## config.mk

```make
export PLATFORM = sky130hd
export DESIGN_NAME = probe_trigger_comparator
export DESIGN_NICKNAME = d
export VERILOG_FILES = /design/src/rtl/trig_pkg.sv /design/src/rtl/probe_comparator.sv /design/src/rtl/trigger_combiner.sv /design/src/rtl/probe_trigger_comparator.sv
export SDC_FILE = /design/constraint.sdc
export NUM_CORES = 2
export LEC_CHECK = 0
export CORE_MARGIN = 3
export CORE_UTILIZATION = 45
export CTS_BUF_LIST = sky130_fd_sc_hd__clkbuf_16
export DETAILED_ROUTE_END_ITERATION = 6
export DONT_BUFFER_PORTS = 1
export PLACE_DENSITY = 0.7
export RECOVER_POWER = 50
export SLEW_MARGIN = 20
export SYNTH_ARGS = -nofsm -noshare
export SYNTH_HDL_FRONTEND = slang
export SYNTH_SLANG_ARGS = --single-unit
```

## constraint.sdc

```tcl
create_clock -name clk_in -period 5.17 [get_ports clk_in]
set_clock_uncertainty 0.15 [all_clocks]
set_input_delay 0.2585 -clock clk_in [delete_from_list [all_inputs] [get_ports clk_in]]
set_output_delay 0.2585 -clock clk_in [all_outputs]
set_load 0.05 [all_outputs]
```

## src/rtl/trig_pkg.sv

```systemverilog
// Constants and types for the probe trigger comparator.
// Functional notes
// - The trigger works only in comparator or comparator-or-external mode.
// - Non-participating probes are don't-care and never affect the result.
// - Each comparator offers ==, !=, <, <=, > and >=.
// - The operator compares the probe value with the programmed value.
// - Results combine by AND, OR, NAND or NOR over participating probes.
// - The radix (bin, hex, oct, unsigned, signed) sets how value bits map.
// - Binary form matches each bit as zero, one or don't-care.
// - Binary form matches a bit on rising, falling or either transition.
// - A no-transition bit matches when it equals its previous sample.
// - A hex don't-care digit masks the four bits it covers.
// - An octal don't-care digit masks the three bits it covers.
// - Decimal values compare as whole unsigned or signed numbers.
// - Probes sharing a port allow only AND and NAND combining.
// - Probes derived from constants never take part in triggering.
`default_nettype none
package trig_pkg;
  localparam int MAX_W      = 32;
  localparam int MAX_PROBES = 16;
  localparam int ADDR_W     = 12;

  localparam logic [11:0] CONFIG_OFS = 12'h000;
  localparam logic [11:0] STATUS_OFS = 12'h004;
  localparam logic [11:0] HIT_OFS    = 12'h008;
  localparam logic [3:0]  PROBE_PAGE = 4'h1;
  localparam logic [3:0]  P_CTRL     = 4'h0;
  localparam logic [3:0]  P_VALUE    = 4'h4;
  localparam logic [3:0]  P_CARE     = 4'h8;
  localparam logic [3:0]  P_EDGE     = 4'hC;

  localparam int CFG_MODE_LSB   = 0;
  localparam int CFG_COND_LSB   = 2;
  localparam int CTRL_OP_LSB    = 0;
  localparam int CTRL_RADIX_LSB = 3;
  localparam int CTRL_PART_BIT  = 8;
  localparam int CTRL_SHARE_BIT = 9;
  localparam int CTRL_CONST_BIT = 10;
  localparam int ST_TRIG_BIT    = 0;
  localparam int ST_ILLEGAL_BIT = 1;
  localparam int ST_EXT_BIT     = 2;
  localparam int ST_HITS_LSB    = 16;
  localparam int HIT_BIT        = 0;

  localparam logic [31:0] CONFIG_RESET = 32'h0000_0001;

  typedef enum logic [2:0] {
    OP_EQ = 3'h0, OP_NE = 3'h1, OP_LT = 3'h2,
    OP_LE = 3'h3, OP_GT = 3'h4, OP_GE = 3'h5
  } op_type;

  typedef enum logic [2:0] {
    RADIX_BIN = 3'h0, RADIX_HEX = 3'h1, RADIX_OCT = 3'h2,
    RADIX_UDEC = 3'h3, RADIX_SDEC = 3'h4
  } radix_type;

  typedef enum logic [1:0] {
    COND_AND = 2'h0, COND_OR = 2'h1, COND_NAND = 2'h2, COND_NOR = 2'h3
  } cond_type;

  typedef enum logic [1:0] {
    MODE_OFF = 2'h0,
    MODE_COMPARATOR_ONLY = 2'h1,
    COMPARATOR_OR_EXTERNAL_TRIGGER_MODE = 2'h2,
    MODE_OTHER = 2'h3
  } mode_type;

  typedef struct packed {
    op_type      op;
    radix_type   radix;
    logic        participate;
    logic        shared;
    logic        constant;
    logic [31:0] value;
    logic [31:0] care;
    logic [31:0] edge_en;
  } probe_cfg_type;
endpackage : trig_pkg
`default_nettype wire

```

## src/rtl/probe_comparator.sv

```systemverilog
// One probe comparator: level, masked and transition matching.
`timescale 1ns/1ns
`default_nettype none
module probe_comparator #(
  parameter int PROBE_W = 32
) (
  input  wire trig_pkg::probe_cfg_type cfg_in,  // Probe settings
  input  wire logic [31:0]             cur_in,  // Current sample
  input  wire logic [31:0]             prev_in, // Previous sample
  output logic                         hit_out  // Comparator true
);
  import trig_pkg::*;

  if (PROBE_W < 1 || PROBE_W > MAX_W) begin : g_bad_width
    $error("probe_comparator: unsupported PROBE_W");
  end

  localparam int          SH    = MAX_W - PROBE_W;
  localparam logic [31:0] WMASK = 32'hFFFF_FFFF >> SH;

  // A care bit covers one bit, a nibble or an octal digit by radix.
  function automatic logic [31:0] expand(logic [31:0] c, radix_type r);
    logic [31:0] m;
    m = '0;
    for (int i = 0; i < MAX_W; i++) begin
      unique case (r)
        RADIX_BIN:  m[i] = c[i];
        RADIX_HEX:  m[i] = c[i/4];
        RADIX_OCT:  m[i] = c[i/3];
        default:    m[i] = 1'b1;
      endcase
    end
    return m;
  endfunction

  logic [31:0] care, edges, lvl, a, b, rise, fall, chg, bad;
  logic        sgn, op_ok;

  always_comb begin
    care  = expand(cfg_in.care, cfg_in.radix) & WMASK;
    edges = (cfg_in.radix == RADIX_BIN) ? cfg_in.edge_en & WMASK : '0;
    lvl   = care & ~edges;
    // Shifting to the top keeps signed order at any probe width.
    a     = (cur_in & lvl) << SH;
    b     = (cfg_in.value & lvl) << SH;
    sgn   = (cfg_in.radix == RADIX_SDEC);
    unique case (cfg_in.op)
      OP_EQ:   op_ok = (a == b);
      OP_NE:   op_ok = (a != b);
      OP_LT:   op_ok = sgn ? ($signed(a) < $signed(b)) : (a < b);
      OP_LE:   op_ok = sgn ? ($signed(a) <= $signed(b)) : (a <= b);
      OP_GT:   op_ok = sgn ? ($signed(a) > $signed(b)) : (a > b);
      OP_GE:   op_ok = sgn ? ($signed(a) >= $signed(b)) : (a >= b);
      default: op_ok = 1'b0;
    endcase
    rise = cur_in & ~prev_in;
    fall = ~cur_in & prev_in;
    chg  = cur_in ^ prev_in;
    // Value/care pick R (11), F (01), either (10) or no change (00).
    bad  = edges & ((cfg_in.value & cfg_in.care & ~rise)
                  | (~cfg_in.value & cfg_in.care & ~fall)
                  | (cfg_in.value & ~cfg_in.care & ~chg)
                  | (~cfg_in.value & ~cfg_in.care & chg));
    hit_out = op_ok && (bad == '0);
  end
endmodule // probe_comparator
`default_nettype wire

```

## src/rtl/trigger_combiner.sv

```systemverilog
// Global combine of participating comparator results.
`timescale 1ns/1ns
`default_nettype none
module trigger_combiner #(
  parameter int NPROBE = 4
) (
  input  wire logic [NPROBE-1:0] hits_in, // Comparator results
  input  wire logic [NPROBE-1:0] part_in, // Participating probes
  input  wire trig_pkg::cond_type cond_in, // Combine function
  output logic                   cond_out // Combined condition
);
  import trig_pkg::*;

  if (NPROBE < 1 || NPROBE > MAX_PROBES) begin : g_bad_count
    $error("trigger_combiner: unsupported NPROBE");
  end

  // Non-participating results act as don't-care for every function.
  always_comb begin
    unique case (cond_in)
      COND_AND:  cond_out = &(hits_in | ~part_in);
      COND_OR:   cond_out = |(hits_in & part_in);
      COND_NAND: cond_out = |(~hits_in & part_in);
      COND_NOR:  cond_out = ~|(hits_in & part_in);
    endcase
  end
endmodule // trigger_combiner
`default_nettype wire

```

## src/rtl/probe_trigger_comparator.sv

```systemverilog
// Probe trigger comparator top with APB register slave.
`timescale 1ns/1ns
`default_nettype none
module probe_trigger_comparator #(
  parameter int NPROBE  = 4,
  parameter int PROBE_W = 32
) (
  input  wire logic                      clk_in,     // Sample clock
  input  wire logic                      arst_n_in,  // Async reset, low
  input  wire logic [trig_pkg::ADDR_W-1:0] paddr,    // APB address
  input  wire logic                      psel,       // APB select
  input  wire logic                      penable,    // APB enable
  input  wire logic                      pwrite,     // APB direction
  input  wire logic [31:0]               pwdata,     // APB write data
  output logic [31:0]                    prdata,     // APB read data
  output logic                           pready,     // APB ready
  output logic                           pslverr,    // APB error
  input  wire logic [NPROBE*PROBE_W-1:0] probes_in,  // Probed nets
  input  wire logic                      external_trigger_input_in, // Pin
  output logic                           trigger_out // Trigger condition
);
  import trig_pkg::*;

  // Sizes beyond the package limits would overrun the 32-bit fields.
  if (NPROBE < 1 || NPROBE > MAX_PROBES
      || PROBE_W < 1 || PROBE_W > MAX_W) begin : g_bad_params
    $error("probe_trigger_comparator: unsupported NPROBE or PROBE_W");
  end

  // Configuration and state.
  mode_type      mode_q;
  cond_type      cond_q;
  probe_cfg_type cfg_q [NPROBE];
  logic [NPROBE*PROBE_W-1:0] prev_q;
  logic [NPROBE-1:0] hits_q, hit_w, part_vec, const_vec, share_vec;
  logic [NPROBE-1:0] eff_part;
  logic          comb_w, illegal, trig_q, trig_d, hit_q;
  logic          ext_meta_q, ext_sync_q;
  logic [31:0]   prdata_q, rd_d;
  logic          err_q, err_d;

  // APB decode helpers.
  function automatic logic is_probe(logic [ADDR_W-1:0] a);
    return (a[11:8] == PROBE_PAGE) && (32'(a[7:4]) < NPROBE);
  endfunction

  function automatic logic mapped(logic [ADDR_W-1:0] a);
    return (a == CONFIG_OFS) || (a == STATUS_OFS) || (a == HIT_OFS)
           || is_probe(a);
  endfunction

  logic setup, access, wr;
  assign setup  = psel && !penable;
  assign access = psel && penable;
  assign pready = 1'b1;
  assign wr     = access && pwrite && mapped(paddr);

  // Global configuration.
  always_ff @(posedge clk_in or negedge arst_n_in) begin
    if (!arst_n_in) begin
      mode_q <= mode_type'(CONFIG_RESET[CFG_MODE_LSB +: 2]);
      cond_q <= cond_type'(CONFIG_RESET[CFG_COND_LSB +: 2]);
    end else if (wr && paddr == CONFIG_OFS) begin
      mode_q <= mode_type'(pwdata[CFG_MODE_LSB +: 2]);
      cond_q <= cond_type'(pwdata[CFG_COND_LSB +: 2]);
    end
  end

  // Per-probe settings; reset leaves every probe out of the trigger.
  always_ff @(posedge clk_in or negedge arst_n_in) begin
    if (!arst_n_in) begin
      for (int p = 0; p < NPROBE; p++) begin
        cfg_q[p] <= '0;
      end
    end else if (wr && is_probe(paddr)) begin
      for (int p = 0; p < NPROBE; p++) begin
        if (32'(paddr[7:4]) == p) begin
          unique case (paddr[3:0])
            P_CTRL: begin
              cfg_q[p].op <= op_type'(pwdata[CTRL_OP_LSB +: 3]);
              cfg_q[p].radix <= radix_type'(pwdata[CTRL_RADIX_LSB +: 3]);
              cfg_q[p].participate <= pwdata[CTRL_PART_BIT];
              cfg_q[p].shared <= pwdata[CTRL_SHARE_BIT];
              cfg_q[p].constant <= pwdata[CTRL_CONST_BIT];
            end
            P_VALUE: cfg_q[p].value <= pwdata;
            P_CARE:  cfg_q[p].care <= pwdata;
            P_EDGE:  cfg_q[p].edge_en <= pwdata;
            default: cfg_q[p].value <= cfg_q[p].value;
          endcase
        end
      end
    end
  end

  // External trigger pin crosses into the sample clock.
  always_ff @(posedge clk_in or negedge arst_n_in) begin
    if (!arst_n_in) begin
      ext_meta_q <= 1'b0;
      ext_sync_q <= 1'b0;
    end else begin
      ext_meta_q <= external_trigger_input_in;
      ext_sync_q <= ext_meta_q;
    end
  end

  // Previous sample feeds the transition qualifiers.
  always_ff @(posedge clk_in or negedge arst_n_in) begin
    if (!arst_n_in) begin
      prev_q <= '0;
    end else begin
      prev_q <= probes_in;
    end
  end

  for (genvar g = 0; g < NPROBE; g++) begin : g_cmp
    logic [31:0] cur, prv;
    assign cur = 32'(probes_in[g*PROBE_W +: PROBE_W]);
    assign prv = 32'(prev_q[g*PROBE_W +: PROBE_W]);
    assign part_vec[g]  = cfg_q[g].participate;
    assign const_vec[g] = cfg_q[g].constant;
    assign share_vec[g] = cfg_q[g].shared;
    probe_comparator #(.PROBE_W(PROBE_W)) u_cmp (
      .cfg_in  (cfg_q[g]),
      .cur_in  (cur),
      .prev_in (prv),
      .hit_out (hit_w[g])
    );
  end

  assign eff_part = part_vec & ~const_vec;
  // Shared-port comparators cannot serve OR or NOR.
  assign illegal = |(eff_part & share_vec)
                   && (cond_q == COND_OR || cond_q == COND_NOR);

  trigger_combiner #(.NPROBE(NPROBE)) u_comb (
    .hits_in  (hits_q),
    .part_in  (eff_part),
    .cond_in  (cond_q),
    .cond_out (comb_w)
  );

  always_comb begin
    unique case (mode_q)
      MODE_COMPARATOR_ONLY: trig_d = comb_w && !illegal;
      COMPARATOR_OR_EXTERNAL_TRIGGER_MODE:
        trig_d = (comb_w && !illegal) || ext_sync_q;
      default: trig_d = 1'b0;
    endcase
  end

  // Results are registered once per cycle, then combined.
  always_ff @(posedge clk_in or negedge arst_n_in) begin
    if (!arst_n_in) begin
      hits_q <= '0;
      trig_q <= 1'b0;
    end else begin
      hits_q <= hit_w;
      trig_q <= trig_d;
    end
  end

  assign trigger_out = trig_q;

  // Sticky hit: a new trigger wins over a write-one clear.
  always_ff @(posedge clk_in or negedge arst_n_in) begin
    if (!arst_n_in) begin
      hit_q <= 1'b0;
    end else if (trig_q) begin
      hit_q <= 1'b1;
    end else if (wr && paddr == HIT_OFS && pwdata[HIT_BIT]) begin
      hit_q <= 1'b0;
    end
  end

  // Read data is fetched in the setup cycle so it leaves a flop.
  always_comb begin
    rd_d  = '0;
    err_d = !mapped(paddr);
    if (paddr == CONFIG_OFS) begin
      rd_d[CFG_MODE_LSB +: 2] = mode_q;
      rd_d[CFG_COND_LSB +: 2] = cond_q;
    end else if (paddr == STATUS_OFS) begin
      rd_d[ST_TRIG_BIT]    = trig_q;
      rd_d[ST_ILLEGAL_BIT] = illegal;
      rd_d[ST_EXT_BIT]     = ext_sync_q;
      rd_d[ST_HITS_LSB +: NPROBE] = hits_q;
    end else if (paddr == HIT_OFS) begin
      rd_d[HIT_BIT] = hit_q;
    end else if (is_probe(paddr)) begin
      for (int p = 0; p < NPROBE; p++) begin
        if (32'(paddr[7:4]) == p) begin
          unique case (paddr[3:0])
            P_CTRL: begin
              rd_d[CTRL_OP_LSB +: 3]    = cfg_q[p].op;
              rd_d[CTRL_RADIX_LSB +: 3] = cfg_q[p].radix;
              rd_d[CTRL_PART_BIT]       = cfg_q[p].participate;
              rd_d[CTRL_SHARE_BIT]      = cfg_q[p].shared;
              rd_d[CTRL_CONST_BIT]      = cfg_q[p].constant;
            end
            P_VALUE: rd_d = cfg_q[p].value;
            P_CARE:  rd_d = cfg_q[p].care;
            P_EDGE:  rd_d = cfg_q[p].edge_en;
            default: err_d = 1'b1;
          endcase
        end
      end
    end
  end

  always_ff @(posedge clk_in or negedge arst_n_in) begin
    if (!arst_n_in) begin
      prdata_q <= '0;
      err_q    <= 1'b0;
    end else if (setup) begin
      prdata_q <= rd_d;
      err_q    <= err_d;
    end
  end

  assign prdata  = access ? prdata_q : '0;
  assign pslverr = access && err_q;
endmodule // probe_trigger_comparator
`default_nettype wire

```

==> out/results.ini <==
[place]
place_congestion=0.985
port_buffers=0
place_inst=5153
hpwl_mm=106
place_ws_ns=0.766
place_area_mm2=0.0413

[setup_path]
worstPathCellList=or2_2 > nor2_2 > buf_4 > a21oi_1 > a21o_1 > nand2_1 > nand2_1 > ha_1 > a21oi_1 > o21ai_0 > o2bb2ai_1 > or4_1 > a21oi_1 > xor2_1 > or3b_2 > and4_1
crit_type=reg2reg
rrSetupSlack_ns=0.72
r2r_cells=16
path_buf_inv=1
critPathRequiredTime_ns=5.55
slowest_delay_ns=0.58
critical_path.max_fanout=14
critPathMostFrequentCell=a21oi_1
end_kind=flop
arrival_ns=4.83
critPathSlowestCell=or4_1
worst_r2r_endpoint=hits_q[0]
critPathTopFamily=simple AND/OR/NAND/NOR gates
r2r-start=cfg_q[415]
critPathLaunchType=flop

[pwr]
cellLeakagePower_nw=22.1
vdd_drop_max_mv=0.190
power.total_mw=10.7
power.density_mw_per_mm2=233

[route]
routedWlPerCell_um=27.7
first_pass_iters=6
finalWirelength_mm=152
ant_nets=0
vias=34298
drt_iter0_markers=3793
drc=0
viasPerCell=6.25

[yosys]
synth_common_cells=dfrtp_1 (592), nand2_1 (477), mux2_2 (433), ha_1 (386), a21oi_1 (335)
yosysMostFrequentCell=dfrtp_1
yosysUniqueCellTypes=75
synth_top_area_share_pct=36.7
ys_ff_latch=593
synth-async-reset-ratio_pct=100
yosysSeqAreaShare_pct=36.8
syn-num-nets=4725
yosysWarnings=0
postSynthAreaPerCell_um2=9.69
syn-instance-count=4161
syn_area_mm2=0.0403
synth.area.top_cells=dfrtp_1 (37%), mux2_2 (12%), ha_1 (12%)
ys.flop_type=dfrtp_1
synth_edf_count=0
yosysTopAreaCell=dfrtp_1

[layout]
stdcell_area_mm2=0.0457
syn_to_final_growth_pct=13.4
fin_cells=5489
drive_gt1_share_pct=15.5
fill_cells=7958
postLayoutCoreUtil_pct=51.6
finalNetCount=4820

[floorplan]
core_area_mm2=0.0886
die_w_um=305
die_area_mm2=0.0932
ios=213
start_util_pct=45.5
die_h_um=305
core.rowCount=109

[clock_network]
cts_resized=0
clockBufferDepth=3
postCtsSetupBuffers=0
cts_tree=done
cts_root_buffer=clkbuf_16
clk_latency_ns=0.63
cts_max_level=3
clock_sinks=593
cts_hold_buf=194
cts-buffers-inserted=68
clk_pin_slew_worst_paths_ns=0.07

[global_routing]
grt_first_pass_wirelength_mm=223
grt_pass1_vias=32802
antenna_found_initial=27
grt_max_degree=594
grt_use_total_pct=31.9
gr-total-overflow=0

[sta]
hold_ws_ns=-0.777
fin_crit_ns=4.45
rsz0062_at_grt=false
slew_headroom_pct=-5.32
period_share_pct=86.2
finalWorstSetupSlack_ns=0.716
slew_viol_final=68
fmax_mhz=225
fin_setup_tns_ns=0
hold_viol_final=592
max_slew.worst_pin.slew_ns=1.58
setup_viol=0

[hold_path]
hold_class=in2async

[run]
drv_cap=0

[outcome]
violations=negative hold slack, max-slew violations
status=finished with violations

cells by family (layout without fill, tap and decap cells):
| logic type | count (synthesis) | after routing | share of synthesized area, % |
|---|---|---|---|
| and+or+nand+nor | 964 | 964 | 11.5 |
| AOI/OAI and AO/OA | 961 | 961 | 14.8 |
| muxes | 596 | 596 | 16.7 |
| DFF | 593 | 593 | 36.8 |
| buffers and inverters | 525 | 673 | 5.26 |
| adders and majority gates | 386 | 386 | 12.0 |
| xor gates and xnor gates | 135 | 135 | 2.93 |
| other | 1 | 16 | 0.00930 |
per-layer routing:
layer / global-route usage (%) / up-vias / routed length [µm]
met4: 15.6 / 14 / 8430
met2: 49.0 / 1854 / 66900
met5: 0 / - / 86
met1: 41.1 / 17038 / 59200
li1: - / 15023 / -
met3: 9.64 / 369 / 17200
state kept, by name, summed over array words and instances (netlist names):
register     flops
cfg_q          420
prev_q         128
prdata_q        32
hits_q           4
cond_q           2
mode_q           2
err_q            1
ext_meta_q       1
ext_sync_q       1
hit_q            1
trigger_out      1
power breakdown:
part / switching, mW / total (mW) / internal (mW) / leakage [nW]
sequential: 0.0378 / 4.74 / 4.70 / 7.79
combinational: 0.511 / 0.843 / 0.332 / 13.2
clock: 2.15 / 5.09 / 2.95 / 1.16
placed cells by master, fill, tap and decap left out, types with 11 or more instances in the layout:
cell / count
a21oi_1: 331
a31oi_1: 24
dlygate4sd3_1: 186
a211oi_1: 17
mux2_1: 11
nand3b_1: 17
xor2_1: 113
a21o_1: 98
o31ai_1: 17
mux2i_1: 135
diode_2: 15
a22o_1: 13
nor4_1: 12
ha_1: 386
nor2_4: 14
mux4_2: 17
inv_1: 317
dfrtp_1: 592
nand4_1: 55
buf_4: 47
a221oi_1: 49
mux2_2: 433
clkbuf_16: 69
a221o_1: 13
clkinv_2: 12
nand2_1: 477
and2_1: 26
nor2_1: 132
nand3_1: 60
nand2b_1: 15
o22ai_1: 23
nor3b_1: 31
and3_1: 40
o21ai_0: 198
nor3_1: 17
nor2b_1: 24
xnor2_1: 22
a22oi_1: 110
how the worst max path moves through the flow:
stage,from,to,slack [ns],cells past startpoint
after CTS,cfg_q[415],hits_q[0],0.74,16
after global routing,cfg_q[415],hits_q[0],0.38,16
final,cfg_q[415],hits_q[0],0.72,16
after floorplan,cfg_q[310],hits_q[1],1.25,15
after global placement,cfg_q[310],hits_q[1],0.86,16
after detailed placement,cfg_q[415],hits_q[0],0.77,16
cell type report:
class	instances	area, µm²	area share (%)
tap	1165	1460	3.19
antenna	15	37.5	0.0821
multi-input combinational	3043	23400	51.2
sequential	593	14800	32.5
clock inverter	54	557	1.22
inverter	302	1130	2.48
timing repair buffer	248	2550	5.58
clock buffer	69	1730	3.78
worst reg2reg max path: cells and delay by family (launching register included):
kind	cells	cell delay, ns
AO/OA/AOI/OAI	6	0.82
flip-flops	1	0.56
buffers and inverters	1	0.25
AND/OR/NAND/NOR	7	2.12
XOR/XNOR	1	0.10
adder cells (fa/ha/maj)	1	0.33
Power figures use the tool's default switching activity.
